--- src/core/guidance_seq_cfg.svh ---
// Notes on behaviour
// [RL1] steer only in submodes hold, steering, z-axis
// [RL2] submode at entry 400, routine at 410
// [RL3] routine computed every 2 s, any submode
// [RL4] full control: abort armed, auto, backup source
// [RL5] full control: engine-on only in guidance steering
// [RL6] engine-on after N consecutive ullage cycles
// [RL7] ullage when average +X accel above 0.1
// [RL8] cycle without ullage clears the run count
// [RL9] not full control: engine commands mirror engine
// [RL10] cutoff: +X vtg below decay, total below threshold
// [RL11] freeze thrust direction below 15 fps, thrusting
// [RL12] staging starts on request only while engine on
// [RL13] ascent engine confirmed: switch to attitude hold
// [RL14] after programmable delay, enter guidance steering
// [RL15] follow-up: mirror engine, zero attitude error
// [RL16] display errors only under primary auto, both monitors
// [RL17] power selector off: no computing at all
// [RL18] 20 s standby: accept zero, integrate angles
// [RL19] entering operate runs core priming first
// [RL20] operator warms up in standby before operate
// [RL21] operator presses abort or stage abort to arm
// Purpose: constants of the backup guidance sequencer
// Assumes: 25 MHz clock; velocities in 0.1 fps, accels in 0.001 fps^2
// Notes: offsets are operator entry locations
`ifndef GUIDANCE_SEQ_CFG_SVH
`define GUIDANCE_SEQ_CFG_SVH
`define CLOCK_HZ 25000000
`define COMPUTE_PERIOD_S 5'h02
`define STANDBY_READY_S 5'h14
`define PRIME_CYCLES 1024
`define ADDR_SUBMODE 12'h190
`define ADDR_ROUTINE 12'h19A
`define ADDR_ULLAGE_N 12'h1A4
`define ADDR_CUTOFF_THR 12'h1A5
`define ADDR_STAGE_DELAY 12'h1A6
`define ADDR_AVG_ACCEL 12'h1A7
`define SUBMODE_HOLD 17'h00000
`define SUBMODE_STEER 17'h02710
`define SUBMODE_ZAXIS 17'h04E20
`define ULLAGE_N_RST 4'h3
`define CUTOFF_THR_RST 16'h03E8
`define STAGE_DELAY_RST 4'h1
`define STAGE_DELAY_MAX 4'hA
`define ULLAGE_ACCEL 16'h0064
`define FREEZE_VTG 16'h0096
`define PWR_OFF 2'h0
`define PWR_STANDBY 2'h1
`define PWR_OPERATE 2'h2
`endif

--- src/core/guidance_seq_pkg.sv ---
// Purpose: types of the backup guidance sequencer
// Assumes: included config supplies the field values
// Notes: none
package guidance_seq_pkg;
   typedef enum logic [1:0] {PS_OFF, PS_STANDBY, PS_PRIMING, PS_OPERATE} power_state_t;
   typedef enum logic [1:0] {ST_IDLE, ST_WAIT_ASCENT, ST_HOLD_DELAY} stage_state_t;
   typedef struct packed {
      logic [1:0] power_sel;
      logic abort;
      logic abort_stage;
      logic backup_auto;
      logic guid_backup;
      logic primary_auto;
      logic manual_hold;
      logic out_of_detent;
      logic att_mon_backup;
      logic err_mon_cmptr;
      logic engine_running;
      logic ascent_running;
   } switches_t;
   typedef struct packed {
      logic [15:0] accel_x_avg;
      logic [15:0] thrust_accel_x;
      logic [15:0] vtg_x;
      logic [15:0] vtg_total;
      logic [15:0] decay_vel;
   } nav_t;
endpackage : guidance_seq_pkg

--- src/core/backup_guidance_engine_sequencer.sv ---
// Purpose: mode and engine-command sequencing of the backup guidance computer
// Assumes: switches are asynchronous pins; nav and entry port share the clock
// Notes: one-second tick divides all timing but priming, which counts 1024 clocks; shorten SECOND_CYCLES in simulation
`include "guidance_seq_cfg.svh"
`timescale 1ns/1ps
`default_nettype none
module backup_guidance_engine_sequencer
   import guidance_seq_pkg::*;
#(
   parameter int SECOND_CYCLES = `CLOCK_HZ
) (
   // clock and reset
   input wire logic clock,
   input wire logic arst_n,
   // cabin switches and control electronics feedback
   input wire switches_t sw,
   // guidance solution inputs
   input wire nav_t nav,
   // operator entry panel
   input wire logic entry_we,
   input wire logic [11:0] entry_addr,
   input wire logic [16:0] entry_wdata,
   output logic [16:0] entry_rdata,
   // computing status
   output logic compute_tick,
   output logic computing,
   output logic angle_zero_accept,
   output logic euler_integrate,
   output logic [16:0] routine_sel,
   // steering and engine
   output logic full_control,
   output logic steering_enable,
   output logic thrust_dir_freeze,
   output logic engine_on_cmd,
   output logic engine_off_cmd,
   output logic att_error_zero,
   output logic display_err_enable
);
   localparam int PRIME_CYCLES = `PRIME_CYCLES;

   power_state_t power_state;
   stage_state_t stage_state;
   switches_t sw_meta;
   switches_t sw_s;
   logic abort_s_d;
   logic [24:0] sec_cnt;
   logic sec_tick;
   logic [4:0] cyc_sec;
   logic [4:0] standby_secs;
   logic [10:0] prime_cnt;
   logic [16:0] submode;
   logic [3:0] ullage_n;
   logic [15:0] cutoff_thr;
   logic [3:0] stage_delay;
   logic [15:0] avg_accel;
   logic [3:0] ullage_cnt;
   logic [3:0] delay_cnt;
   logic abort_armed;
   logic own_on;
   logic ullage_now;
   logic steer_sel;
   logic followup;
   logic mirror;
   logic stage_req;
   logic cutoff_ok;

   function automatic logic below(input logic [15:0] a, input logic [15:0] b);
      below = a < b;
   endfunction : below

   // two-stage synchroniser for all switch pins
   always_ff @(posedge clock or negedge arst_n) begin
      if (!arst_n) begin
         sw_meta <= '0;
         sw_s <= '0;
      end else begin
         sw_meta <= sw;
         sw_s <= sw_meta;
      end
   end

   always_ff @(posedge clock or negedge arst_n) begin
      if (!arst_n) begin
         abort_s_d <= 1'b0;
      end else begin
         abort_s_d <= sw_s.abort_stage;
      end
   end
   assign stage_req = sw_s.abort_stage && !abort_s_d;

   // power stages
   always_ff @(posedge clock or negedge arst_n) begin
      if (!arst_n) begin
         power_state <= PS_OFF;
      end else begin
         case (power_state)
            PS_OFF: begin
               if (sw_s.power_sel == `PWR_STANDBY) begin
                  power_state <= PS_STANDBY;
               end
            end
            PS_STANDBY: begin
               if (sw_s.power_sel == `PWR_OFF) begin
                  power_state <= PS_OFF;
               end else if (sw_s.power_sel == `PWR_OPERATE) begin
                  power_state <= PS_PRIMING; // RL19
               end
            end
            PS_PRIMING: begin
               if (sw_s.power_sel == `PWR_OFF) begin
                  power_state <= PS_OFF;
               end else if (prime_cnt == 11'(PRIME_CYCLES - 1)) begin
                  power_state <= PS_OPERATE;
               end
            end
            PS_OPERATE: begin
               if (sw_s.power_sel == `PWR_OFF) begin
                  power_state <= PS_OFF; // RL17
               end else if (sw_s.power_sel == `PWR_STANDBY) begin
                  power_state <= PS_STANDBY;
               end
            end
            default: power_state <= PS_OFF;
         endcase
      end
   end

   always_ff @(posedge clock or negedge arst_n) begin
      if (!arst_n) begin
         prime_cnt <= '0;
      end else if (power_state == PS_PRIMING) begin
         prime_cnt <= prime_cnt + 11'h001;
      end else begin
         prime_cnt <= '0;
      end
   end

   // one-second tick, held still when powered off
   always_ff @(posedge clock or negedge arst_n) begin
      if (!arst_n) begin
         sec_cnt <= '0;
      end else if (power_state == PS_OFF || sec_tick) begin
         sec_cnt <= '0;
      end else begin
         sec_cnt <= sec_cnt + 25'h0000001;
      end
   end
   assign sec_tick = sec_cnt == 25'(SECOND_CYCLES - 1);

   always_ff @(posedge clock or negedge arst_n) begin
      if (!arst_n) begin
         standby_secs <= '0;
      end else if (power_state == PS_OFF) begin
         standby_secs <= '0;
      end else if (sec_tick && standby_secs < `STANDBY_READY_S) begin
         standby_secs <= standby_secs + 5'h01;
      end
   end
   assign angle_zero_accept = power_state != PS_OFF && standby_secs >= `STANDBY_READY_S; // RL18
   assign euler_integrate = angle_zero_accept; // RL18

   // computation cycle, independent of submode
   always_ff @(posedge clock or negedge arst_n) begin
      if (!arst_n) begin
         cyc_sec <= '0;
      end else if (power_state != PS_OPERATE) begin
         cyc_sec <= '0;
      end else if (sec_tick) begin
         cyc_sec <= (cyc_sec == `COMPUTE_PERIOD_S - 5'h01) ? 5'h00 : cyc_sec + 5'h01;
      end
   end
   assign computing = power_state == PS_OPERATE; // RL17
   assign compute_tick = computing && sec_tick && cyc_sec == `COMPUTE_PERIOD_S - 5'h01; // RL3

   // operator entry locations
   always_ff @(posedge clock or negedge arst_n) begin
      if (!arst_n) begin
         routine_sel <= '0;
         ullage_n <= `ULLAGE_N_RST;
         cutoff_thr <= `CUTOFF_THR_RST;
         stage_delay <= `STAGE_DELAY_RST;
      end else if (entry_we) begin
         case (entry_addr)
            `ADDR_ROUTINE: routine_sel <= entry_wdata; // RL2
            `ADDR_ULLAGE_N: ullage_n <= entry_wdata[3:0]; // RL6
            `ADDR_CUTOFF_THR: cutoff_thr <= entry_wdata[15:0]; // RL10
            `ADDR_STAGE_DELAY: begin
               stage_delay <= (entry_wdata[3:0] > `STAGE_DELAY_MAX) ?
                  `STAGE_DELAY_MAX : entry_wdata[3:0]; // RL14
            end
            default: ;
         endcase
      end
   end

   always_ff @(posedge clock or negedge arst_n) begin
      if (!arst_n) begin
         entry_rdata <= '0;
      end else begin
         case (entry_addr)
            `ADDR_SUBMODE: entry_rdata <= submode;
            `ADDR_ROUTINE: entry_rdata <= routine_sel;
            `ADDR_ULLAGE_N: entry_rdata <= {13'h0000, ullage_n};
            `ADDR_CUTOFF_THR: entry_rdata <= {1'b0, cutoff_thr};
            `ADDR_STAGE_DELAY: entry_rdata <= {13'h0000, stage_delay};
            `ADDR_AVG_ACCEL: entry_rdata <= {1'b0, avg_accel}; // RL7
            default: entry_rdata <= '0;
         endcase
      end
   end

   // submode: operator entry, overridden by the staging sequence
   always_ff @(posedge clock or negedge arst_n) begin
      if (!arst_n) begin
         submode <= `SUBMODE_HOLD;
      end else if (stage_state == ST_WAIT_ASCENT && sw_s.ascent_running) begin
         submode <= `SUBMODE_HOLD; // RL13
      end else if (stage_state == ST_HOLD_DELAY && delay_cnt >= stage_delay) begin
         submode <= `SUBMODE_STEER; // RL14
      end else if (entry_we && entry_addr == `ADDR_SUBMODE) begin
         submode <= entry_wdata; // RL2
      end
   end
   assign steer_sel = submode == `SUBMODE_STEER;

   // control qualification
   always_ff @(posedge clock or negedge arst_n) begin
      if (!arst_n) begin
         abort_armed <= 1'b0;
      end else if (power_state == PS_OFF) begin
         abort_armed <= 1'b0;
      end else if (sw_s.abort || sw_s.abort_stage) begin
         abort_armed <= 1'b1;
      end
   end
   assign full_control = computing && abort_armed && sw_s.backup_auto && sw_s.guid_backup; // RL4
   assign followup = !sw_s.guid_backup || (sw_s.manual_hold && sw_s.out_of_detent); // RL15
   assign mirror = !full_control || followup; // RL9

   always_ff @(posedge clock or negedge arst_n) begin
      if (!arst_n) begin
         steering_enable <= 1'b0;
      end else begin
         steering_enable <= computing && !followup && (submode == `SUBMODE_HOLD ||
            steer_sel || submode == `SUBMODE_ZAXIS); // RL1
      end
   end

   // ullage detection over whole computation cycles
   always_ff @(posedge clock or negedge arst_n) begin
      if (!arst_n) begin
         avg_accel <= '0;
      end else if (compute_tick) begin
         avg_accel <= nav.accel_x_avg; // RL7
      end
   end
   assign ullage_now = nav.accel_x_avg > `ULLAGE_ACCEL; // RL7

   always_ff @(posedge clock or negedge arst_n) begin
      if (!arst_n) begin
         ullage_cnt <= '0;
      end else if (compute_tick) begin
         if (!ullage_now) begin
            ullage_cnt <= '0; // RL8
         end else if (ullage_cnt != 4'hF) begin
            ullage_cnt <= ullage_cnt + 4'h1;
         end
      end
   end

   assign cutoff_ok = below(nav.vtg_x, nav.decay_vel) && below(nav.vtg_total, cutoff_thr);

   // own engine decision
   always_ff @(posedge clock or negedge arst_n) begin
      if (!arst_n) begin
         own_on <= 1'b0;
      end else if (!full_control || !steer_sel) begin
         own_on <= 1'b0; // RL5
      end else if (own_on && cutoff_ok) begin
         own_on <= 1'b0; // RL10
      end else if (compute_tick && ullage_now && !cutoff_ok &&
         {1'b0, ullage_cnt} + 5'h01 >= {1'b0, ullage_n}) begin
         own_on <= 1'b1; // RL6
      end
   end

   always_ff @(posedge clock or negedge arst_n) begin
      if (!arst_n) begin
         engine_on_cmd <= 1'b0;
         engine_off_cmd <= 1'b1;
      end else if (mirror) begin
         engine_on_cmd <= sw_s.engine_running; // RL9 RL15
         engine_off_cmd <= !sw_s.engine_running;
      end else begin
         engine_on_cmd <= own_on && steer_sel; // RL5
         engine_off_cmd <= !(own_on && steer_sel);
      end
   end

   always_ff @(posedge clock or negedge arst_n) begin
      if (!arst_n) begin
         thrust_dir_freeze <= 1'b0;
      end else begin
         thrust_dir_freeze <= full_control && below(nav.vtg_total, `FREEZE_VTG) &&
            nav.thrust_accel_x > `ULLAGE_ACCEL; // RL11
      end
   end

   always_ff @(posedge clock or negedge arst_n) begin
      if (!arst_n) begin
         att_error_zero <= 1'b1;
         display_err_enable <= 1'b0;
      end else begin
         att_error_zero <= followup || !computing; // RL15
         display_err_enable <= computing && !sw_s.guid_backup && sw_s.primary_auto &&
            sw_s.att_mon_backup && sw_s.err_mon_cmptr; // RL16
      end
   end

   // staging sequence
   always_ff @(posedge clock or negedge arst_n) begin
      if (!arst_n) begin
         stage_state <= ST_IDLE;
      end else if (!computing) begin
         stage_state <= ST_IDLE;
      end else begin
         case (stage_state)
            ST_IDLE: begin
               if (stage_req && engine_on_cmd) begin
                  stage_state <= ST_WAIT_ASCENT; // RL12
               end
            end
            ST_WAIT_ASCENT: begin
               if (sw_s.ascent_running) begin
                  stage_state <= ST_HOLD_DELAY; // RL13
               end
            end
            ST_HOLD_DELAY: begin
               if (delay_cnt >= stage_delay) begin
                  stage_state <= ST_IDLE; // RL14
               end
            end
            default: stage_state <= ST_IDLE;
         endcase
      end
   end

   always_ff @(posedge clock or negedge arst_n) begin
      if (!arst_n) begin
         delay_cnt <= '0;
      end else if (stage_state != ST_HOLD_DELAY) begin
         delay_cnt <= '0;
      end else if (sec_tick && delay_cnt != 4'hF) begin
         delay_cnt <= delay_cnt + 4'h1;
      end
   end
endmodule : backup_guidance_engine_sequencer
`default_nettype wire

--- config.mk ---
export PLATFORM = sky130hd
export DESIGN_NAME = backup_guidance_engine_sequencer
export DESIGN_NICKNAME = d
export VERILOG_FILES = /design/src/core/guidance_seq_pkg.sv /design/src/core/backup_guidance_engine_sequencer.sv
export VERILOG_INCLUDE_DIRS = /design/src /design/src/core
export SDC_FILE = /design/constraint.sdc
export NUM_CORES = 1
export LEC_CHECK = 0
export ABC_AREA = 1
export BUFFER_PORTS_ARGS = -buffer_cell sky130_fd_sc_hd__clkbuf_2
export CAP_MARGIN = 20
export CORE_ASPECT_RATIO = 1.2
export CORE_UTILIZATION = 40
export DETAILED_ROUTE_END_ITERATION = 7
export GPL_TIMING_DRIVEN = 0
export PLACE_DENSITY = 0.6
export REMOVE_ABC_BUFFERS = 1
export SYNTH_ARGS = -nofsm -noshare
export SYNTH_HDL_FRONTEND = slang
export SYNTH_SLANG_ARGS = --single-unit
--- constraint.sdc ---
create_clock -name clock -period 3.1 [get_ports clock]
set_input_delay 0.31 -clock clock [delete_from_list [all_inputs] [get_ports clock]]
set_output_delay 0.31 -clock clock [all_outputs]
set_load 0.02 [all_outputs]
==> results.toml <==
[global_route]
grt_use_met1_pct = 27.4
grt.total_usage_pct = 20.9
grt_first_pass_wirelength_um = 38500
grt_overflow = 0
grt_max_degree = 110
grt_pass1_vias = 7736
gr-usage-met2_pct = 34.9
grt_use_met3_pct = 3.78
top_usage_layer = "met2"
antenna_found_initial = 0

[drt]
wl_um = 23300
post-route-drc-count = 0
wl_per_cell_um = 15.0
drt-initial-drc-count = 444
avgViaCountPerCell = 5.05
firstDrtPassIters = 7
ant_nets = 0
vias = 7820

[logic_synthesis]
yosysTopAreaCell = "dfrtp_1"
synth_edf_count = 0
synth_cells = 1078
async_reset_ff_share_pct = 100
synth_top_area_share_pct = 47.2
synth-warning-count = 0
synth_area_per_cell_um2 = 8.50
yosys_most_used_dff = "dfrtp_1"
ys_ff_latch = 184
synthTopCellsByArea = "dfrtp_1 (47%), nand2_1 (10%), ha_1 (6.3%)"
synth_seq_area_share_pct = 50.4
synth_area_mm2 = 0.00917
yosysUniqueCellTypes = 44

[worst_setup_path]
path_max_fanout = 20
path_delay_family = "simple AND/OR/NAND/NOR gates"
endpoint_kind = "primary output"
cp_slowest_stage_delay_ns = 0.46
required_ns = 2.79
cp_cell_sequence = "ha_1 > nand2_1 > inv_1 > nand2_2 > nor2_2 > nand3_2 > nor2_4 > clkbuf_2"
cp_slowest_cell = "nor2_4"
crit_type = "flip-flop to primary output"
critPathLaunchType = "flip-flop"
arrival_ns = 2.28
worst-path-buf-inv = 2

[pwr]
p_per_area_mw_per_mm2 = 532
p_switching_uw = 1730
ir_worst_vdd_mv = 0.328
swShare_pct = 29.6
pwr-share-clk_pct = 37.0
p_seq_share_pct = 46.6
internal-power_uw = 4130
pwr-share-comb_pct = 16.5
p_leak_uw = 0.00539

[floorplan]
initial_core_util_pct = 40.8
coreArea_mm2 = 0.0224
io_pins = 170
die-area_mm2 = 0.0235
die_h_um = 168
num_rows = 60
die_x_um = 140

[cells_and_area]
stdcell_area_mm2 = 0.0110
final_nets = 1429
diodes = 0
post-route-util_pct = 49.1
drive_above_1_share_pct = 19.3
areaGrowthSynthToFinish_pct = 20.2

[clocking]
htreeDepth = 4
clock-sinks = 184
cts.clk_slew.worst_paths_ns = 0.07
cts_resized = 0
cts_tree = "done"
clk-insertion-delay-late_ns = 0.43
clock-root-buffer = "clkbuf_16"
cts_buffers = 17
clock_path_buffers = 2

[sta]
fin_crit_sh_pct = 83.5
worst_pin_slew_ns = 0.883
grt_setup_unrepaired = "no"
setup_viol = 0
drv_slew = 0
fin_tns_setup_ns = 0
finalClockSkew_ns = 0.0129
final_hold_viol_count = 0
max-slew-margin-rel_pct = 41.0
max_freq_mhz = 386
period_needed_ns = 2.59

[run_status]
status = "completed"

[place]
dpl_cell_area_mm2 = 0.0103
place_congestion = 0.912
io_buffers = 169
dp_hpwl_um = 17700

[hold_path]
hold_path_class = "primary input to flip-flop"

[run]
max_cap_violations = 0
## power groups by stage
stage / registers (µW) / clock network [µW] / logic [µW]
floorplan: 2750 / 0 / 582
global placement: 2780 / 0 / 932
global route: 2760 / 2320 / 1110
detailed placement: 2780 / 0 / 958
CTS: 2730 / 2220 / 983
finish: 2730 / 2170 / 966
## cell usage in the layout, fill, tap and decap left out, types with 12 or more instances in the layout
cell and count:
nand4_1 54, ha_1 46, inv_1 141, o21ai_0 86, dfrtp_1 173, nand3_1 42
o2111ai_1 12, a21oi_1 46, nor3_1 23, clkbuf_16 17, nand2_1 244, nor2_1 87
dlygate4sd3_1 14, clkbuf_2 168
## worst register-to-register path, cell delays in order (launching register included)
cell and delay [ns]:
dfrtp_1 0.42, ha_1 0.31, inv_1 0.07, o21bai_1 0.06, nand3_1 0.07, nand3_1 0.11
nand2_1 0.38, nand2_1 0.23, nor2_2 0.34, inv_2 0.17, o21ai_0 0.20
## logic make-up (layout without fill, tap and decap cells)
group | count (synthesis) | count (layout) | synth area share, %
AOI/OAI and AO/OA | 172 | 172 | 10.4
xor gates and xnor gates | 12 | 12 | 1.15
adders and majority gates | 46 | 46 | 6.28
buffers and inverters | 173 | 366 | 7.44
DFF | 184 | 184 | 50.4
muxes | 1 | 1 | 0.123
and+or+nand+nor | 490 | 490 | 24.2
## per-stage QoR
stage | hold WS, ns | power (µW) | setup WS (ns) | std cells
after floorplan | 0.0144 | 3330 | 0.819 | 1054
after global placement | 0.334 | 3710 | -1.84 | 1502
after detailed placement | 0.339 | 3740 | 0.408 | 1504
after CTS | 0.0766 | 5940 | 0.468 | 1550
after global routing | 0.101 | 6200 | 0.313 | 1550
final | 0.0925 | 5870 | 0.512 | 1550
## synth_stat cells, drive strengths merged, types with 3 or more instances
library cell / n
a21oi: 47
buf: 13
clkbuf: 11
dfrtp: 173
dfstp: 11
ha: 46
inv: 149
nand2: 248
nand3: 45
nand4: 55
nor2: 95
nor3: 25
nor3b: 6
nor4: 9
o2111ai: 12
o21a: 8
o21ai: 90
o21bai: 3
o22ai: 7
or2: 4
xnor2: 3
xor2: 9
## sequential cells by signal, indices dropped and copies added (netlist names), 2 cells and up
register      count
cyc_sec           5
standby_secs      5
sw_s             13
stage_delay       4
ullage_n          4
cutoff_thr       16
submode          17
routine_sel      17
stage_state       2
sec_cnt          25
delay_cnt         4
power_state       2
ullage_cnt        4
sw_meta          13
prime_cnt        11
entry_rdata      17
avg_accel        16
## final cells by class
type	instances	area, µm²
fill	2183	11400
sequential	184	4620
multi-input combinational	721	3870
timing repair buffer	185	1030
inverter	149	559
clock buffer	19	443
tap	279	349
clock inverter	13	141
## worst paths after layout
path                              start                 end  slack, ns  cells after the start
setup / recovery             sec_cnt[0]        compute_tick       0.51                      8
hold / removal                  nav[74]       avg_accel[10]       0.09                      3
setup reg to reg           delay_cnt[1]          submode[1]       0.66                     10
hold reg to reg             sw_meta[11]            sw_s[11]       0.35                      0
max in group asynchronous        arst_n         ullage_n[0]       1.67                      3
min in group asynchronous        arst_n  display_err_enable       0.46                      2
## layer usage
layer	wire, µm	vias up	share of wire (%)
met4	452	0	1.9
met3	984	34	4.2
met1	10600	3658	46
li1	-	3927	-
met2	11300	201	48
met5	0	-	0
## what timing repair did
| item | in CTS | in global routing |
|---|---|---|
| endpoints found under the hold margin | 84 | 0 |
| buffers inserted | 0 | 0 |
| hold buffers | 14 | 0 |
No activity file was read; power rests on OpenSTA's default activity.
